File: config.mk
export PLATFORM = sky130hd
export DESIGN_NAME = prox_cfg_top
export DESIGN_NICKNAME = d
export VERILOG_FILES = /design/src/logic/prox_cfg_pkg.sv /design/src/logic/prox_cfg_top.sv
export SDC_FILE = /design/constraint.sdc
export NUM_CORES = 1
export LEC_CHECK = 0
export BUFFER_PORTS_ARGS = -buffer_cell sky130_fd_sc_hd__buf_2
export CAP_MARGIN = 20
export CORE_MARGIN = 8
export CORE_UTILIZATION = 40
export CTS_BUF_LIST = sky130_fd_sc_hd__clkbuf_16
export CTS_CLUSTER_DIAMETER = 200
export CTS_CLUSTER_SIZE = 28
export DETAILED_ROUTE_END_ITERATION = 10
export HOLD_SLACK_MARGIN = 0.02
export PLACE_DENSITY = 0.57
export SLEW_MARGIN = 20
export SYNTH_ARGS = -nofsm -noshare
export SYNTH_HDL_FRONTEND = slang
export SYNTH_SLANG_ARGS = --single-unit
export TNS_END_PERCENT = 10
File: constraint.sdc
create_clock -name CLK_SYS -period 3.1 [get_ports CLK_SYS]
set_clock_uncertainty 0.15 [all_clocks]
set_input_delay 0.155 -clock CLK_SYS [delete_from_list [all_inputs] [get_ports CLK_SYS]]
set_output_delay 0.155 -clock CLK_SYS [all_outputs]
set_load 0.005 [all_outputs]
File: src/logic/prox_cfg_pkg.sv
// Purpose: Constants for the proximity modulator configuration and register read block
// Assumes: 100 MHz system clock, I2C target with 7-bit address
// Notes:   One modulator tick is one system clock; delay and dead time steps are ticks
// How it works
// Frequency field bits 1:0 picks 3.125 MHz, 1.5625 MHz, 781.25 kHz, 390.625 kHz.
// Frequency field resets to the 781.25 kHz code.
// Proximity emitter drive is a square wave at the selected frequency.
// Evaluation lags the emitter drive by the delay field, bits 7:5.
// Evaluation is blanked around each edge for the dead-time field, bits 2:0.
// Larger dead time shortens the evaluated window, lowering signal amplitude.
// Host should program the timing register with 129: delay 4, dead 1.
// Host must not use the reserved ambient IR level register at 8Bh.
// With no measurement requested the block idles in standby, I2C still active.
// In standby the emitter current sink stays off whatever current is programmed.
// Host reads by first writing only the register address byte.
// A read returns the register most recently addressed.
// Stop or repeated start between address write and read both work.
// Register pointer advances by one after each byte read.
// Unused bits ignore writes and read as zero.
package prox_cfg_pkg;

  localparam logic [7:0] ADDR_FREQ      = 8'h89;
  localparam logic [7:0] ADDR_TIMING    = 8'h8A;
  localparam logic [7:0] ADDR_AMBIENT_IR = 8'h8B;

  localparam int unsigned FREQ_LSB   = 0;
  localparam int unsigned DELAY_LSB  = 5;
  localparam int unsigned DEAD_LSB   = 0;

  localparam logic [1:0] FREQ_RESET   = 2'h2;
  localparam logic [2:0] DELAY_RESET  = 3'h0;
  localparam logic [2:0] DEAD_RESET   = 3'h0;

  // Half period of the fastest square wave: 100 MHz / 3.125 MHz / 2
  localparam int unsigned CLK_HZ       = 100_000_000;
  localparam int unsigned FAST_FREQ_HZ = 3_125_000;
  localparam logic [8:0]  HALF_FAST    = 9'(CLK_HZ / FAST_FREQ_HZ / 2);

  // Bus address value is arbitrary; override through the top parameter
  localparam logic [6:0] TARGET_ADDR_DEFAULT = 7'h13;

  typedef enum logic [6:0] {
    S_IDLE    = 7'b000_0001,
    S_ADDR    = 7'b000_0010,
    S_ADDR_AK = 7'b000_0100,
    S_WR      = 7'b000_1000,
    S_WR_AK   = 7'b001_0000,
    S_RD      = 7'b010_0000,
    S_RD_AK   = 7'b100_0000
  } bus_state_e;

endpackage

File: src/logic/prox_cfg_top.sv
// Purpose: I2C register access and proximity modulator timing for the light sensor
// Assumes: SCL and SDA arrive asynchronously; measurement requests come from same-clock logic
// Notes:   SDA is open drain; SDA_OE high pulls the line low
`timescale 1ns/1ns
module prox_cfg_top
  import prox_cfg_pkg::*;
#(
  parameter logic [6:0] TARGET_ADDR = TARGET_ADDR_DEFAULT
) (
  // Clock and reset
  input  wire logic       CLK_SYS,
  input  wire logic       ARST_N,
  // I2C pins
  input  wire logic       SCL_IN,
  input  wire logic       SDA_IN,
  output logic            SDA_OUT,
  output logic            SDA_OE,
  // Measurement control
  input  wire logic       PROX_REQ,
  input  wire logic       AMB_REQ,
  input  wire logic [7:0] LED_CURRENT,
  // Modulator outputs
  output logic            STANDBY,
  output logic            EMITTER_DRIVE,
  output logic [7:0]      EMITTER_CURRENT,
  output logic            EVAL_ENABLE,
  output logic            EVAL_PHASE
);

  typedef struct packed {
    bus_state_e st;
    logic       scl_s1;
    logic       scl_s2;
    logic       scl_p;
    logic       sda_s1;
    logic       sda_s2;
    logic       sda_p;
    logic [3:0] bits;
    logic [7:0] sh;
    logic       rw;
    logic       first;
    logic       nack;
    logic [7:0] ptr;
    logic [1:0] freq;
    logic [2:0] dly;
    logic [2:0] dead;
    logic       oe;
    logic       sda_o;
    logic [8:0] phase;
    logic       drive;
    logic       eval_en;
    logic       eval_pol;
    logic [7:0] cur;
    logic       standby;
  } state_s;

  localparam state_s STATE_RESET = '{
    st: S_IDLE, scl_s1: 1'b1, scl_s2: 1'b1, scl_p: 1'b1,
    sda_s1: 1'b1, sda_s2: 1'b1, sda_p: 1'b1,
    bits: 4'h0, sh: 8'h00, rw: 1'b0, first: 1'b0, nack: 1'b0, ptr: 8'h00,
    freq: FREQ_RESET, dly: DELAY_RESET, dead: DEAD_RESET,
    oe: 1'b0, sda_o: 1'b0, phase: 9'h000, drive: 1'b0,
    eval_en: 1'b0, eval_pol: 1'b0, cur: 8'h00, standby: 1'b1};

  state_s s_q;
  state_s s_d;

  // Read view of a register; unused bits and unmapped addresses give zero
  function automatic logic [7:0] reg_read(input logic [7:0] a, input logic [1:0] f,
                                          input logic [2:0] d, input logic [2:0] t);
    logic [7:0] v;
    v = 8'h00;
    case (a)
      ADDR_FREQ:   v = {6'h00, f};
      ADDR_TIMING: v = {d, 2'h0, t};
      default:     v = 8'h00;
    endcase
    return v;
  endfunction

  logic       scl_rise;
  logic       scl_fall;
  logic       start_c;
  logic       stop_c;
  logic [8:0] half;
  logic [8:0] period;
  logic [8:0] ep;
  logic       prox_on;
  logic [7:0] rd;

  always_comb begin
    s_d = s_q;
    s_d.scl_s1 = SCL_IN;
    s_d.scl_s2 = s_q.scl_s1;
    s_d.scl_p  = s_q.scl_s2;
    s_d.sda_s1 = SDA_IN;
    s_d.sda_s2 = s_q.sda_s1;
    s_d.sda_p  = s_q.sda_s2;
    scl_rise = s_q.scl_s2 & ~s_q.scl_p;
    scl_fall = ~s_q.scl_s2 & s_q.scl_p;
    start_c  = s_q.scl_s2 & s_q.scl_p & s_q.sda_p & ~s_q.sda_s2;
    stop_c   = s_q.scl_s2 & s_q.scl_p & ~s_q.sda_p & s_q.sda_s2;
    rd       = reg_read(s_q.ptr, s_q.freq, s_q.dly, s_q.dead);

    // Bus target; a start in any state restarts, so stop or repeated start both work
    if (start_c) begin
      s_d.st   = S_ADDR;
      s_d.bits = 4'h0;
      s_d.oe   = 1'b0;
    end else if (stop_c) begin
      s_d.st = S_IDLE;
      s_d.oe = 1'b0;
    end else begin
      case (s_q.st)
        S_IDLE: begin
          s_d.oe = 1'b0;
        end
        S_ADDR, S_WR: begin
          if (scl_rise && s_q.bits != 4'h8) begin
            s_d.sh   = {s_q.sh[6:0], s_q.sda_s2};
            s_d.bits = s_q.bits + 4'h1;
          end else if (scl_fall && s_q.bits == 4'h8) begin
            if (s_q.st == S_ADDR) begin
              if (s_q.sh[7:1] == TARGET_ADDR) begin
                s_d.st    = S_ADDR_AK;
                s_d.rw    = s_q.sh[0];
                s_d.first = 1'b1;
                s_d.oe    = 1'b1;
              end else begin
                s_d.st = S_IDLE;
              end
            end else begin
              if (s_q.first) begin
                s_d.ptr = s_q.sh;
              end else begin
                if (s_q.ptr == ADDR_FREQ) begin
                  s_d.freq = s_q.sh[FREQ_LSB +: 2];
                end
                if (s_q.ptr == ADDR_TIMING) begin
                  s_d.dly  = s_q.sh[DELAY_LSB +: 3];
                  s_d.dead = s_q.sh[DEAD_LSB +: 3];
                end
                s_d.ptr = s_q.ptr + 8'h01;
              end
              s_d.first = 1'b0;
              s_d.st    = S_WR_AK;
              s_d.oe    = 1'b1;
            end
          end
        end
        S_ADDR_AK: begin
          if (scl_fall) begin
            s_d.bits = 4'h0;
            if (s_q.rw) begin
              s_d.sh = rd;
              s_d.oe = ~rd[7];
              s_d.st = S_RD;
            end else begin
              s_d.oe = 1'b0;
              s_d.st = S_WR;
            end
          end
        end
        S_WR_AK: begin
          if (scl_fall) begin
            s_d.oe   = 1'b0;
            s_d.bits = 4'h0;
            s_d.st   = S_WR;
          end
        end
        S_RD: begin
          if (scl_fall) begin
            s_d.bits = s_q.bits + 4'h1;
            s_d.sh   = {s_q.sh[6:0], 1'b0};
            if (s_q.bits == 4'h7) begin
              s_d.oe = 1'b0;
              s_d.st = S_RD_AK;
            end else begin
              s_d.oe = ~s_q.sh[6];
            end
          end
        end
        S_RD_AK: begin
          if (scl_rise) begin
            s_d.nack = s_q.sda_s2;
            s_d.ptr  = s_q.ptr + 8'h01;
          end else if (scl_fall) begin
            if (s_q.nack) begin
              s_d.st = S_IDLE;
            end else begin
              s_d.sh   = rd;
              s_d.oe   = ~rd[7];
              s_d.bits = 4'h0;
              s_d.st   = S_RD;
            end
          end
        end
        default: begin
          s_d.st = S_IDLE;
          s_d.oe = 1'b0;
        end
      endcase
    end

    // Modulator; period doubles per frequency code step
    half    = HALF_FAST << s_q.freq;
    period  = half << 1;
    prox_on = PROX_REQ;
    s_d.standby = ~(PROX_REQ | AMB_REQ);
    // Current sink follows the proximity request only, so standby forces it off
    s_d.cur = prox_on ? LED_CURRENT : 8'h00;
    if (!prox_on) begin
      s_d.phase = 9'h000;
    end else if (s_q.phase == period - 9'h001) begin
      s_d.phase = 9'h000;
    end else begin
      s_d.phase = s_q.phase + 9'h001;
    end
    s_d.drive = prox_on & (s_q.phase < half);
    // Evaluation phase runs a fixed number of ticks behind the drive
    if (s_q.phase >= {6'h00, s_q.dly}) begin
      ep = s_q.phase - {6'h00, s_q.dly};
    end else begin
      ep = s_q.phase + period - {6'h00, s_q.dly};
    end
    s_d.eval_pol = prox_on & (ep < half);
    // Blanking next to both edges trades amplitude for disturbance rejection
    s_d.eval_en = prox_on & ~(ep < {6'h00, s_q.dead})
                  & ~(ep >= half && ep < half + {6'h00, s_q.dead}); // see R05
    s_d.sda_o = 1'b0;
  end

  always_ff @(posedge CLK_SYS or negedge ARST_N) begin
    if (!ARST_N) begin
      s_q <= STATE_RESET;
    end else begin
      s_q <= s_d;
    end
  end

  assign SDA_OUT         = s_q.sda_o;
  assign SDA_OE          = s_q.oe;
  assign STANDBY         = s_q.standby;
  assign EMITTER_DRIVE   = s_q.drive;
  assign EMITTER_CURRENT = s_q.cur;
  assign EVAL_ENABLE     = s_q.eval_en;
  assign EVAL_PHASE      = s_q.eval_pol;

endmodule // prox_cfg_top

==> impl_metrics.py, run 1 <==
metrics = {
    "timing": {
        "timing.final.crit_share_pct": 103,
        "fmax_mhz": 312,
        "setup_ws_ns": -0.103,
        "hold_ws_ns": 0.0248,
        "period_needed_ns": 3.20,
        "maxSlewHeadroom_pct": 63.6,
        "rsz0062_at_grt": "yes",
        "worstMarginPinSlew_ns": 0.545,
        "finalSetupViolCount": 2,
        "hold_viol": 0,
        "finalMaxSlewViolations": 0,
    },
    "setup_path": {
        "worst_ep_arrival_time_ns": 3.25,
        "critPathMaxFanout": 3,
        "r2r-start": "s_q[27]$_DFFE_PN0P_",
        "endpoint": "EVAL_ENABLE$_DFF_PN0_",
        "end_kind": "flop",
        "critPathMostFrequentCell": "ha_4",
        "reg2reg_slack_ns": -0.10,
        "startpoint": "s_q[27]$_DFFE_PN0P_",
        "reg2reg_depth": 14,
        "crit_path_top_delay_cell": "dfrtp_1",
        "worstReg2RegEnd": "EVAL_ENABLE$_DFF_PN0_",
        "worstSetupPathType": "flop to flop",
        "worstSetupStartpointType": "flop",
        "slowest_delay_ns": 0.38,
        "crit_required_ns": 3.14,
        "worstPathCellList": "inv_2 -> ha_4 -> ha_4 -> fa_2 -> nor2b_4 -> or3_1 -> a21o_2 -> a21oi_2 -> nor2_1 -> ha_1 -> nor4bb_2 -> nand3b_1 -> o31ai_1 -> a31oi_1",
    },
    "global_route": {
        "grt_pass1_wl_um": 17900,
        "grt.overflow.total": 0,
        "grt_max_degree": 32,
        "grt_usage_pct": 15.0,
        "grt_pass1_vias": 3591,
        "antenna_found_initial": 0,
    },
    "placement": {
        "post-place-cells": 651,
        "portBuffers": 26,
        "place_congestion": 0.870,
        "dpl.hpwl_um": 8180,
    },
    "pwr": {
        "cellPowerDensity_mw_per_mm2": 455,
        "power.internal_uw": 1780,
        "p_sw_share_pct": 27.8,
        "p_switching_uw": 684,
        "comb_power_share_pct": 20.3,
        "vdd_ir_drop_max_v": 0.000420,
        "p_seq_share_pct": 40.2,
        "leakagePower_uw": 0.00246,
        "clockPowerShare_pct": 39.5,
    },
    "run_status": {
        "violations": "negative setup slack",
        "status": "complete, but fails checks",
    },
    "synth": {
        "syn_area_per_cell_um2": 9.50,
        "synth_top_area_share_pct": 32.4,
        "synth.largest_area_cell": "dfrtp_1",
        "synth_warnings": 0,
        "async_flop_share_pct": 100,
        "yosys.cell_types.count": 80,
        "yosysSeqAreaShare_pct": 37.7,
        "synth-seq-cells": 66,
        "netlist_instances": 464,
        "synth_area_mm2": 0.00441,
        "synth-main-ff-cell": "dfrtp_1",
        "synth_area_leaders": "dfrtp_1, ha_1, dfstp_2",
        "syn_nets": 513,
        "synth_edf_count": 0,
    },
    "routing": {
        "wl_per_cell_um": 15.2,
        "drtIter0Drc": 246,
        "detail_route.vias_per_cell": 5.36,
        "ant_nets": 0,
        "vias": 3655,
        "drt_pass1_iterations": 4,
        "drc": 0,
        "wl_um": 10400,
    },
    "floorplanning": {
        "rows": 38,
        "io_pins": 28,
        "die_x_um": 121,
        "die_h_um": 121,
        "start_util_pct": 40.8,
        "design.core.area_mm2": 0.0108,
        "die-area_mm2": 0.0146,
    },
    "cts": {
        "htreeDepth": 3,
        "clockBufferDepth": 2,
        "clk_latency_ns": 0.33,
        "cts_sinks": 66,
        "clk_pin_slew_ns": 0.05,
        "cts_tree": "yes",
        "cts_root_buffer": "clkbuf_16",
        "cts_made_buffers": 9,
    },
    "min_path": {
        "hold_class": "primary input to flop",
    },
    "cells_and_area": {
        "finalNetCount": 586,
        "syn_to_final_growth_pct": 22.7,
        "final_cells": 682,
        "layout-drive-gt1-share_pct": 24.0,
        "diodes": 0,
    },
    "flow_run": {
        "drv_cap": 0,
    },
}
## critical path: cells and delay by family (launching register included)
| kind | cells | cell delay [ns] |
|---|---|---|
| adders and majority gates | 4 | 0.99 |
| DFF | 1 | 0.38 |
| and+or+nand+nor | 5 | 0.79 |
| AOI/OAI and AO/OA | 4 | 0.68 |
| buffers and inverters | 1 | 0.08 |
## what timing repair did
item / CTS / global route
setup endpoints to repair: 2 / 2
gates resized for setup: 2 / 0
endpoints found under the hold margin: 69 / 0
hold buffers: 14 / 0
buffers inserted: 1 / 0
pin swaps: 7 / 1
## cells in the mapped netlist, types with 6 or more instances
master     n
a211oi_1   6
a21oi_1   22
and2_1    10
and3_1     9
buf_4      9
dfrtp_1   57
dfstp_2    9
ha_1      32
inv_1     29
mux2_2    13
nand2_1   33
nand2b_1   9
nand3_1   16
nand4_1    7
nor2_1    31
nor2b_1    9
nor3_1     6
nor3b_1    7
o21ai_0   22
o21ai_1    6
xnor2_1   15
xor2_1     6
## through the flow
step	util, %	setup slack, ns	power [uW]	TNS, ns	cell area (um2)
after floorplan	-	-0.0175	1310	-0.0175	4480
after global placement	46.0	-0.127	1470	-0.178	4970
after detailed placement	46.0	-0.179	1490	-0.271	4970
after CTS	50.1	-0.0997	2480	-0.181	5410
after global routing	50.1	-0.319	2590	-0.615	5410
final	50.1	-0.103	2460	-0.203	5410
## layout make-up
type	count	area (um2)
Clock buffer	9	225
Clock inverter	7	62.6
Fill cell	1015	5380
Inverter	29	109
Multi-Input combinational cell	352	2610
Sequential cell	66	1660
Tap cell	140	175
Timing Repair Buffer	79	563
## how the worst min path moves through the flow
| stage | cells past startpoint | slack (ns) | to | from |
|---|---|---|---|---|
| floorplan | 0 | -0.29 | EMITTER_CURRENT[0]$_DFF_PN0_ | ARST_N |
| global placement | 1 | -0.1 | EMITTER_CURRENT[2]$_DFF_PN0_ | ARST_N |
| detailed placement | 1 | -0.1 | EMITTER_CURRENT[2]$_DFF_PN0_ | ARST_N |
| CTS | 2 | 0.02 | EMITTER_CURRENT[0]$_DFF_PN0_ | PROX_REQ |
| global route | 2 | 0.04 | EMITTER_CURRENT[0]$_DFF_PN0_ | PROX_REQ |
| finish | 2 | 0.02 | EMITTER_CURRENT[0]$_DFF_PN0_ | PROX_REQ |
## cell usage in the layout (no fill, tap or decap), types with 7 or more instances in the layout
cell	instances
buf_4	39
dlygate4sd3_1	14
nand2b_1	9
mux2_2	13
and2_1	10
nor2b_1	8
inv_1	29
buf_2	26
a21oi_1	21
nand4_1	7
o21ai_1	7
nand2_1	33
clkbuf_16	9
nor3b_1	7
ha_1	29
and3_1	9
nor2_1	31
dfrtp_1	57
o21ai_0	21
xnor2_1	15
dfstp_2	9
nand3_1	16
## flip-flops by register name, summed over array words and instances (netlist names)
name	cells
s_q	49
EMITTER_CURRENT	8
s_d	4
EMITTER_DRIVE	1
EVAL_ENABLE	1
EVAL_PHASE	1
SDA_OE	1
STANDBY	1
## per-layer routing
metal | global-route usage, % | vias up | routed length [um]
met5 | 0 | - | 0
met1 | 20.5 | 1775 | 5040
met3 | 3.07 | 14 | 492
li1 | - | 1798 | -
met4 | 5.31 | 0 | 148
met2 | 23.0 | 68 | 4700
## cell families after synthesis
kind of cell / synth area share [%]
flip-flops: 37.7
AND/OR/NAND/NOR: 22.9
multiplexers: 4.80
AO/OA/AOI/OAI: 15.2
adder cells (fa/ha/maj): 10.4
other: 0.0851
buffers and inverters: 4.77
XOR/XNOR: 4.17
## power by group through the flow
stage / sequential [uW] / combinational, uW / clock [uW]
after floorplan: 985 / 329 / 0
after global placement: 998 / 471 / 0
final: 988 / 499 / 972
after global routing: 998 / 561 / 1030
after detailed placement: 1000 / 485 / 0
after CTS: 987 / 502 / 995
No activity file was read; power rests on OpenSTA's default activity.
==> run 2: changes to the inputs <==
CTS_BUF_LIST = not set   (was sky130_fd_sc_hd__clkbuf_16)
REMOVE_ABC_BUFFERS = 1   (was not set)
==> impl_metrics.py, run 2 (synthesized netlist as in run 1, its figures left out) <==
metrics = {
    "placement": {
        "dpl.hpwl_um": 8080,
        "portBuffers": 26,
        "post_dp_cell_area_mm2": 0.00496,
        "pre_cts_slack_ns": -0.494,
        "place_congestion": 0.889,
    },
    "cts": {
        "cts_tree": "yes",
        "clk_pin_slew_ns": 0.08,
        "cts_sinks": 66,
        "cts_root_buffer": "clkbuf_8",
        "cts_made_buffers": 9,
        "clk_latency_ns": 0.34,
        "clockBufferDepth": 2,
        "htreeDepth": 3,
    },
    "pwr": {
        "p_switching_uw": 652,
        "total_power_uw": 2230,
        "leakagePower_uw": 0.00250,
        "comb_power_share_pct": 23.6,
        "p_seq_share_pct": 44.2,
        "clockPowerShare_pct": 32.2,
        "power.internal_uw": 1570,
        "vdd_ir_drop_max_v": 0.000291,
        "cellPowerDensity_mw_per_mm2": 403,
        "p_sw_share_pct": 29.3,
    },
    "cells_and_area": {
        "layout_commonest_cell": "dfrtp_1",
        "regMostFlops": "s_q",
        "fillers": 1018,
        "diodes": 0,
        "layout-drive-gt1-share_pct": 26.4,
        "largest_reg_flops": 49,
        "finalNetCount": 604,
        "syn_to_final_growth_pct": 25.2,
        "fin_area_mm2": 0.00552,
        "layout_common_cells": "dfrtp_1, buf_4, nand2_1",
        "fin_util_pct": 51.1,
    },
    "setup_path": {
        "worstSetupPathType": "flop to flop",
        "reg2reg_depth": 14,
        "worstSetupStartpointType": "flop",
        "worst_ep_arrival_time_ns": 3.36,
        "r2r-start": "s_q[27]$_DFFE_PN0P_",
        "crit_required_ns": 3.16,
        "reg2reg_slack_ns": -0.20,
        "endpoint": "EVAL_ENABLE$_DFF_PN0_",
        "startpoint": "s_q[27]$_DFFE_PN0P_",
        "critPathMaxFanout": 2,
        "end_kind": "flop",
        "worstReg2RegEnd": "EVAL_ENABLE$_DFF_PN0_",
    },
    "timing": {
        "worstMarginPinSlew_ns": 0.553,
        "fin_tns_setup_ns": -0.354,
        "finalSetupViolCount": 2,
        "maxSlewHeadroom_pct": 63.0,
        "finalMaxSlewViolations": 0,
        "setup_ws_ns": -0.202,
        "fmax_mhz": 303,
        "period_needed_ns": 3.30,
        "hold_viol": 0,
        "timing.final.crit_share_pct": 107,
        "rsz0062_at_grt": "yes",
    },
    "routing": {
        "detail_route.vias_per_cell": 5.31,
        "drt_pass1_iterations": 4,
        "drc": 0,
        "ant_nets": 0,
        "wl_um": 10700,
        "drtIter0Drc": 225,
        "wl_per_cell_um": 15.3,
        "vias": 3716,
    },
    "global_route": {
        "grt.overflow.total": 0,
        "grt_pass1_wl_um": 18100,
        "grt_max_degree": 43,
        "grt_pass1_vias": 3741,
        "grt_usage_pct": 15.3,
        "antenna_found_initial": 0,
    },
    "min_path": {
        "hold_start": "PROX_REQ",
        "hold_class": "primary input to flop",
    },
    "floorplanning": {
        "io_pins": 28,
        "die_x_um": 121,
        "design.core.area_mm2": 0.0108,
        "die-area_mm2": 0.0146,
        "die_h_um": 121,
        "start_util_pct": 40.8,
        "rows": 38,
    },
    "run_status": {
        "status": "complete, but fails checks",
        "violations": "negative setup slack",
    },
    "flow_run": {
        "drv_cap": 0,
    },
}
[run 2: per-stage QoR]
stage,std cells,hold slack (ns)
floorplan,447,-0.291
global placement,659,0.0308
detailed placement,659,0.0347
CTS,697,0.151
global route,700,0.191
finish,700,0.163
[run 2: layout make-up]
| type | count | area (um2) | share of cell area [%] |
|---|---|---|---|
| well taps | 140 | 175 | 3.17 |
| inverters | 29 | 109 | 1.97 |
| flip-flops and latches | 66 | 1660 | 30.1 |
| repair buffers | 97 | 723 | 13.1 |
| multi-input cells | 352 | 2650 | 48.1 |
| clock inverters | 4 | 51.3 | 0.929 |
| clock buffers | 12 | 145 | 2.63 |
[run 2: how the worst min path moves through the flow]
stage / end / slack [ns] / cells after the start
after floorplan: EMITTER_CURRENT[0]$_DFF_PN0_ / -0.29 / 0
after global placement: EMITTER_CURRENT[7]$_DFF_PN0_ / 0.03 / 1
after detailed placement: EMITTER_CURRENT[7]$_DFF_PN0_ / 0.03 / 1
after CTS: s_q[13]$_DFF_PN0_ / 0.15 / 4
after global routing: EVAL_PHASE$_DFF_PN0_ / 0.19 / 3
final: s_q[13]$_DFF_PN0_ / 0.16 / 4
[run 2: repair_timing]
item	4_1_cts	5_1_grt
hold buffers	21	0
setup endpoints to repair	2	2
pin swaps	10	12
resized for setup	12	16
setup buffers	1	3
hold endpoints to repair	28	0
[run 2: power by group through the flow]
stage / Sequential, uW / Clock (uW) / Combinational, uW
6_report: 984 / 717 / 526
5_1_grt: 995 / 778 / 589
4_1_cts: 984 / 749 / 501
3_5_place_dp: 999 / 0 / 467
3_3_place_gp: 994 / 0 / 460
2_1_floorplan: 986 / 0 / 297
[run 2: critical path, stage by stage, from the launching register on]
cell      delay, ns
dfrtp_1        0.39
inv_2          0.08
ha_4           0.21
ha_4           0.17
fa_2           0.36
nor2b_4        0.14
or3_1          0.30
a21o_2         0.21
a21oi_4        0.14
nor2_1         0.06
ha_1           0.30
nor4bb_1       0.21
nand3b_1       0.11
o31ai_1        0.21
a31oi_1        0.12
[run 2: layer usage]
layer,track usage (%),wire length (um),vias to the layer above
met1,18.9,4980,1808
met2,25.1,5310,57
met5,0,0,-
li1,-,-,1843
met3,2.93,332,8
met4,7.03,100,0
==> run 3: changes to the inputs <==
==> constraint.sdc (replaced) <==
create_clock -name CLK_SYS -period 3.1 [get_ports CLK_SYS]
set_clock_uncertainty 0.15 [all_clocks]
set_input_delay 0.465 -clock CLK_SYS [delete_from_list [all_inputs] [get_ports CLK_SYS]]
set_output_delay 0.465 -clock CLK_SYS [all_outputs]
set_load 0.005 [all_outputs]
==> impl_metrics.py, run 3 (synthesized netlist as in run 1, its figures left out) <==
metrics = {
    "timing": {
        "period_needed_ns": 3.34,
        "hold_viol": 0,
        "worstMarginPinSlew_ns": 0.559,
        "rsz0062_at_grt": "yes",
        "setup_ws_ns": -0.236,
        "fmax_mhz": 300,
        "maxSlewHeadroom_pct": 62.6,
        "finalMaxSlewViolations": 0,
        "timing.final.crit_share_pct": 108,
        "finalSetupViolCount": 2,
    },
    "setup_path": {
        "r2r-start": "s_q[27]$_DFFE_PN0P_",
        "end_kind": "flop",
        "reg2reg_depth": 14,
        "worst_ep_arrival_time_ns": 3.40,
        "slowest_delay_ns": 0.39,
        "critPathMaxFanout": 2,
        "cp.depth": 14,
        "startpoint": "s_q[27]$_DFFE_PN0P_",
        "critPathMostFrequentCell": "ha_4",
        "worstSetupStartpointType": "flop",
        "worstPathCellList": "inv_2 -> ha_4 -> ha_4 -> fa_2 -> nor2b_4 -> or3_1 -> a21o_2 -> a21oi_4 -> nor2_1 -> ha_2 -> nor4bb_4 -> nand3b_1 -> o31ai_2 -> a31oi_1",
        "worstSetupPathType": "flop to flop",
        "crit_required_ns": 3.16,
        "endpoint": "EVAL_ENABLE$_DFF_PN0_",
        "timing.critical_path.buf_inv": 1,
        "crit_family": "adder cells",
        "crit_path_top_delay_cell": "dfrtp_1",
        "reg2reg_slack_ns": -0.24,
        "worstReg2RegEnd": "EVAL_ENABLE$_DFF_PN0_",
    },
    "floorplanning": {
        "io_pins": 28,
        "start_util_pct": 40.8,
        "die_h_um": 121,
        "rows": 38,
        "design.core.area_mm2": 0.0108,
        "die-area_mm2": 0.0146,
        "die_x_um": 121,
    },
    "routing": {
        "vias": 3672,
        "wl_per_cell_um": 15.3,
        "wl_um": 10400,
        "detail_route.vias_per_cell": 5.42,
        "drc": 0,
        "drt_pass1_iterations": 6,
        "drtIter0Drc": 242,
        "ant_nets": 0,
    },
    "cts": {
        "clockBufferDepth": 2,
        "cts_made_buffers": 9,
        "cts_tree": "yes",
        "clk_pin_slew_ns": 0.07,
        "clk_latency_ns": 0.34,
        "cts_root_buffer": "clkbuf_8",
        "cts_sinks": 66,
        "htreeDepth": 3,
    },
    "cells_and_area": {
        "fin_area_mm2": 0.00525,
        "diodes": 0,
        "syn_to_final_growth_pct": 19.0,
        "layout_common_cells": "dfrtp_1, buf_4, nand2_1",
        "finalNetCount": 581,
        "largest_reg_flops": 49,
        "layout_commonest_cell": "dfrtp_1",
        "regMostFlops": "s_q",
        "layout-drive-gt1-share_pct": 26.6,
    },
    "pwr": {
        "cellPowerDensity_mw_per_mm2": 403,
        "vdd_ir_drop_max_v": 0.000191,
        "total_power_uw": 2110,
        "leakagePower_uw": 0.00238,
    },
    "global_route": {
        "grt_max_degree": 43,
        "grt_pass1_wl_um": 17500,
        "grt_usage_pct": 14.8,
        "antenna_found_initial": 0,
        "grt_pass1_vias": 3630,
        "grt.overflow.total": 0,
    },
    "run_status": {
        "violations": "negative setup slack",
        "status": "complete, but fails checks",
    },
    "placement": {
        "post_dp_cell_area_mm2": 0.00496,
        "dpl.hpwl_um": 7990,
        "place_congestion": 0.889,
        "portBuffers": 26,
    },
    "min_path": {
        "hold_class": "primary input to flop",
    },
    "flow_run": {
        "drv_cap": 0,
    },
}
## run 3: cell types whose count changed in the layout (fill, tap and decap cells not counted), moves of 2 or more
cell	delta
buf_6	-2
dlygate4sd3_1	-20
ha_4	-2
ha_1	+2
clkinv_2	+2
## run 3: worst min path at each step
stage                      startpoint                           end  cells after the start
floorplan                      ARST_N  EMITTER_CURRENT[0]$_DFF_PN0_                      0
global placement    s_d[58]$_DFF_PN1_             s_d[57]$_DFF_PN1_                      0
detailed placement  s_d[55]$_DFF_PN1_             s_d[54]$_DFF_PN1_                      0
CTS                            SCL_IN             s_d[58]$_DFF_PN1_                      1
global route                   SCL_IN             s_d[58]$_DFF_PN1_                      1
finish                         SCL_IN             s_d[58]$_DFF_PN1_                      1
## run 3: per-stage QoR
| step | util [%] | hold slack (ns) | setup WS, ns | TNS [ns] | cells |
|---|---|---|---|---|---|
| floorplan | - | 0.0194 | -0.269 | -0.437 | 447 |
| global placement | 46.0 | 0.195 | -0.362 | -0.598 | 660 |
| detailed placement | 46.0 | 0.197 | -0.486 | -0.780 | 660 |
| CTS | 48.2 | 0.0486 | -0.228 | -0.398 | 677 |
| global route | 48.6 | 0.0493 | -0.388 | -0.671 | 677 |
| finish | 48.6 | 0.0710 | -0.236 | -0.377 | 677 |
## run 3: per-layer routing
layer | vias up | wire length (um) | share of wire (%) | GRT usage, %
li1 | 1799 | - | - | -
met1 | 1785 | 4740 | 46 | 18.4
met2 | 70 | 5100 | 49 | 24.4
met3 | 18 | 326 | 3.1 | 2.51
met4 | 0 | 213 | 2.1 | 6.95
met5 | - | 0 | 0 | 0
## run 3: cell type report
cell class	instances	area, um2
clock inverter	5	30.0
multi-input combinational	352	2630
tap	140	175
inverter	29	109
timing repair buffer	74	493
clock buffer	11	141
sequential	66	1660
fill	1020	5550
## run 3: what timing repair did
action / CTS / global route
hold endpoints to repair: 17 / 0
resized for setup: 12 / 11
endpoints found under the setup margin: 2 / 2
hold buffers: 1 / 0
pin swaps: 12 / 8
setup buffers: 0 / 0
cloned: 0 / 0
## run 3: where the power goes
group | switching (uW) | total (uW) | internal, uW
registers | 56.8 | 983 | 927
clock network | 320 | 628 | 308
logic | 270 | 503 | 233
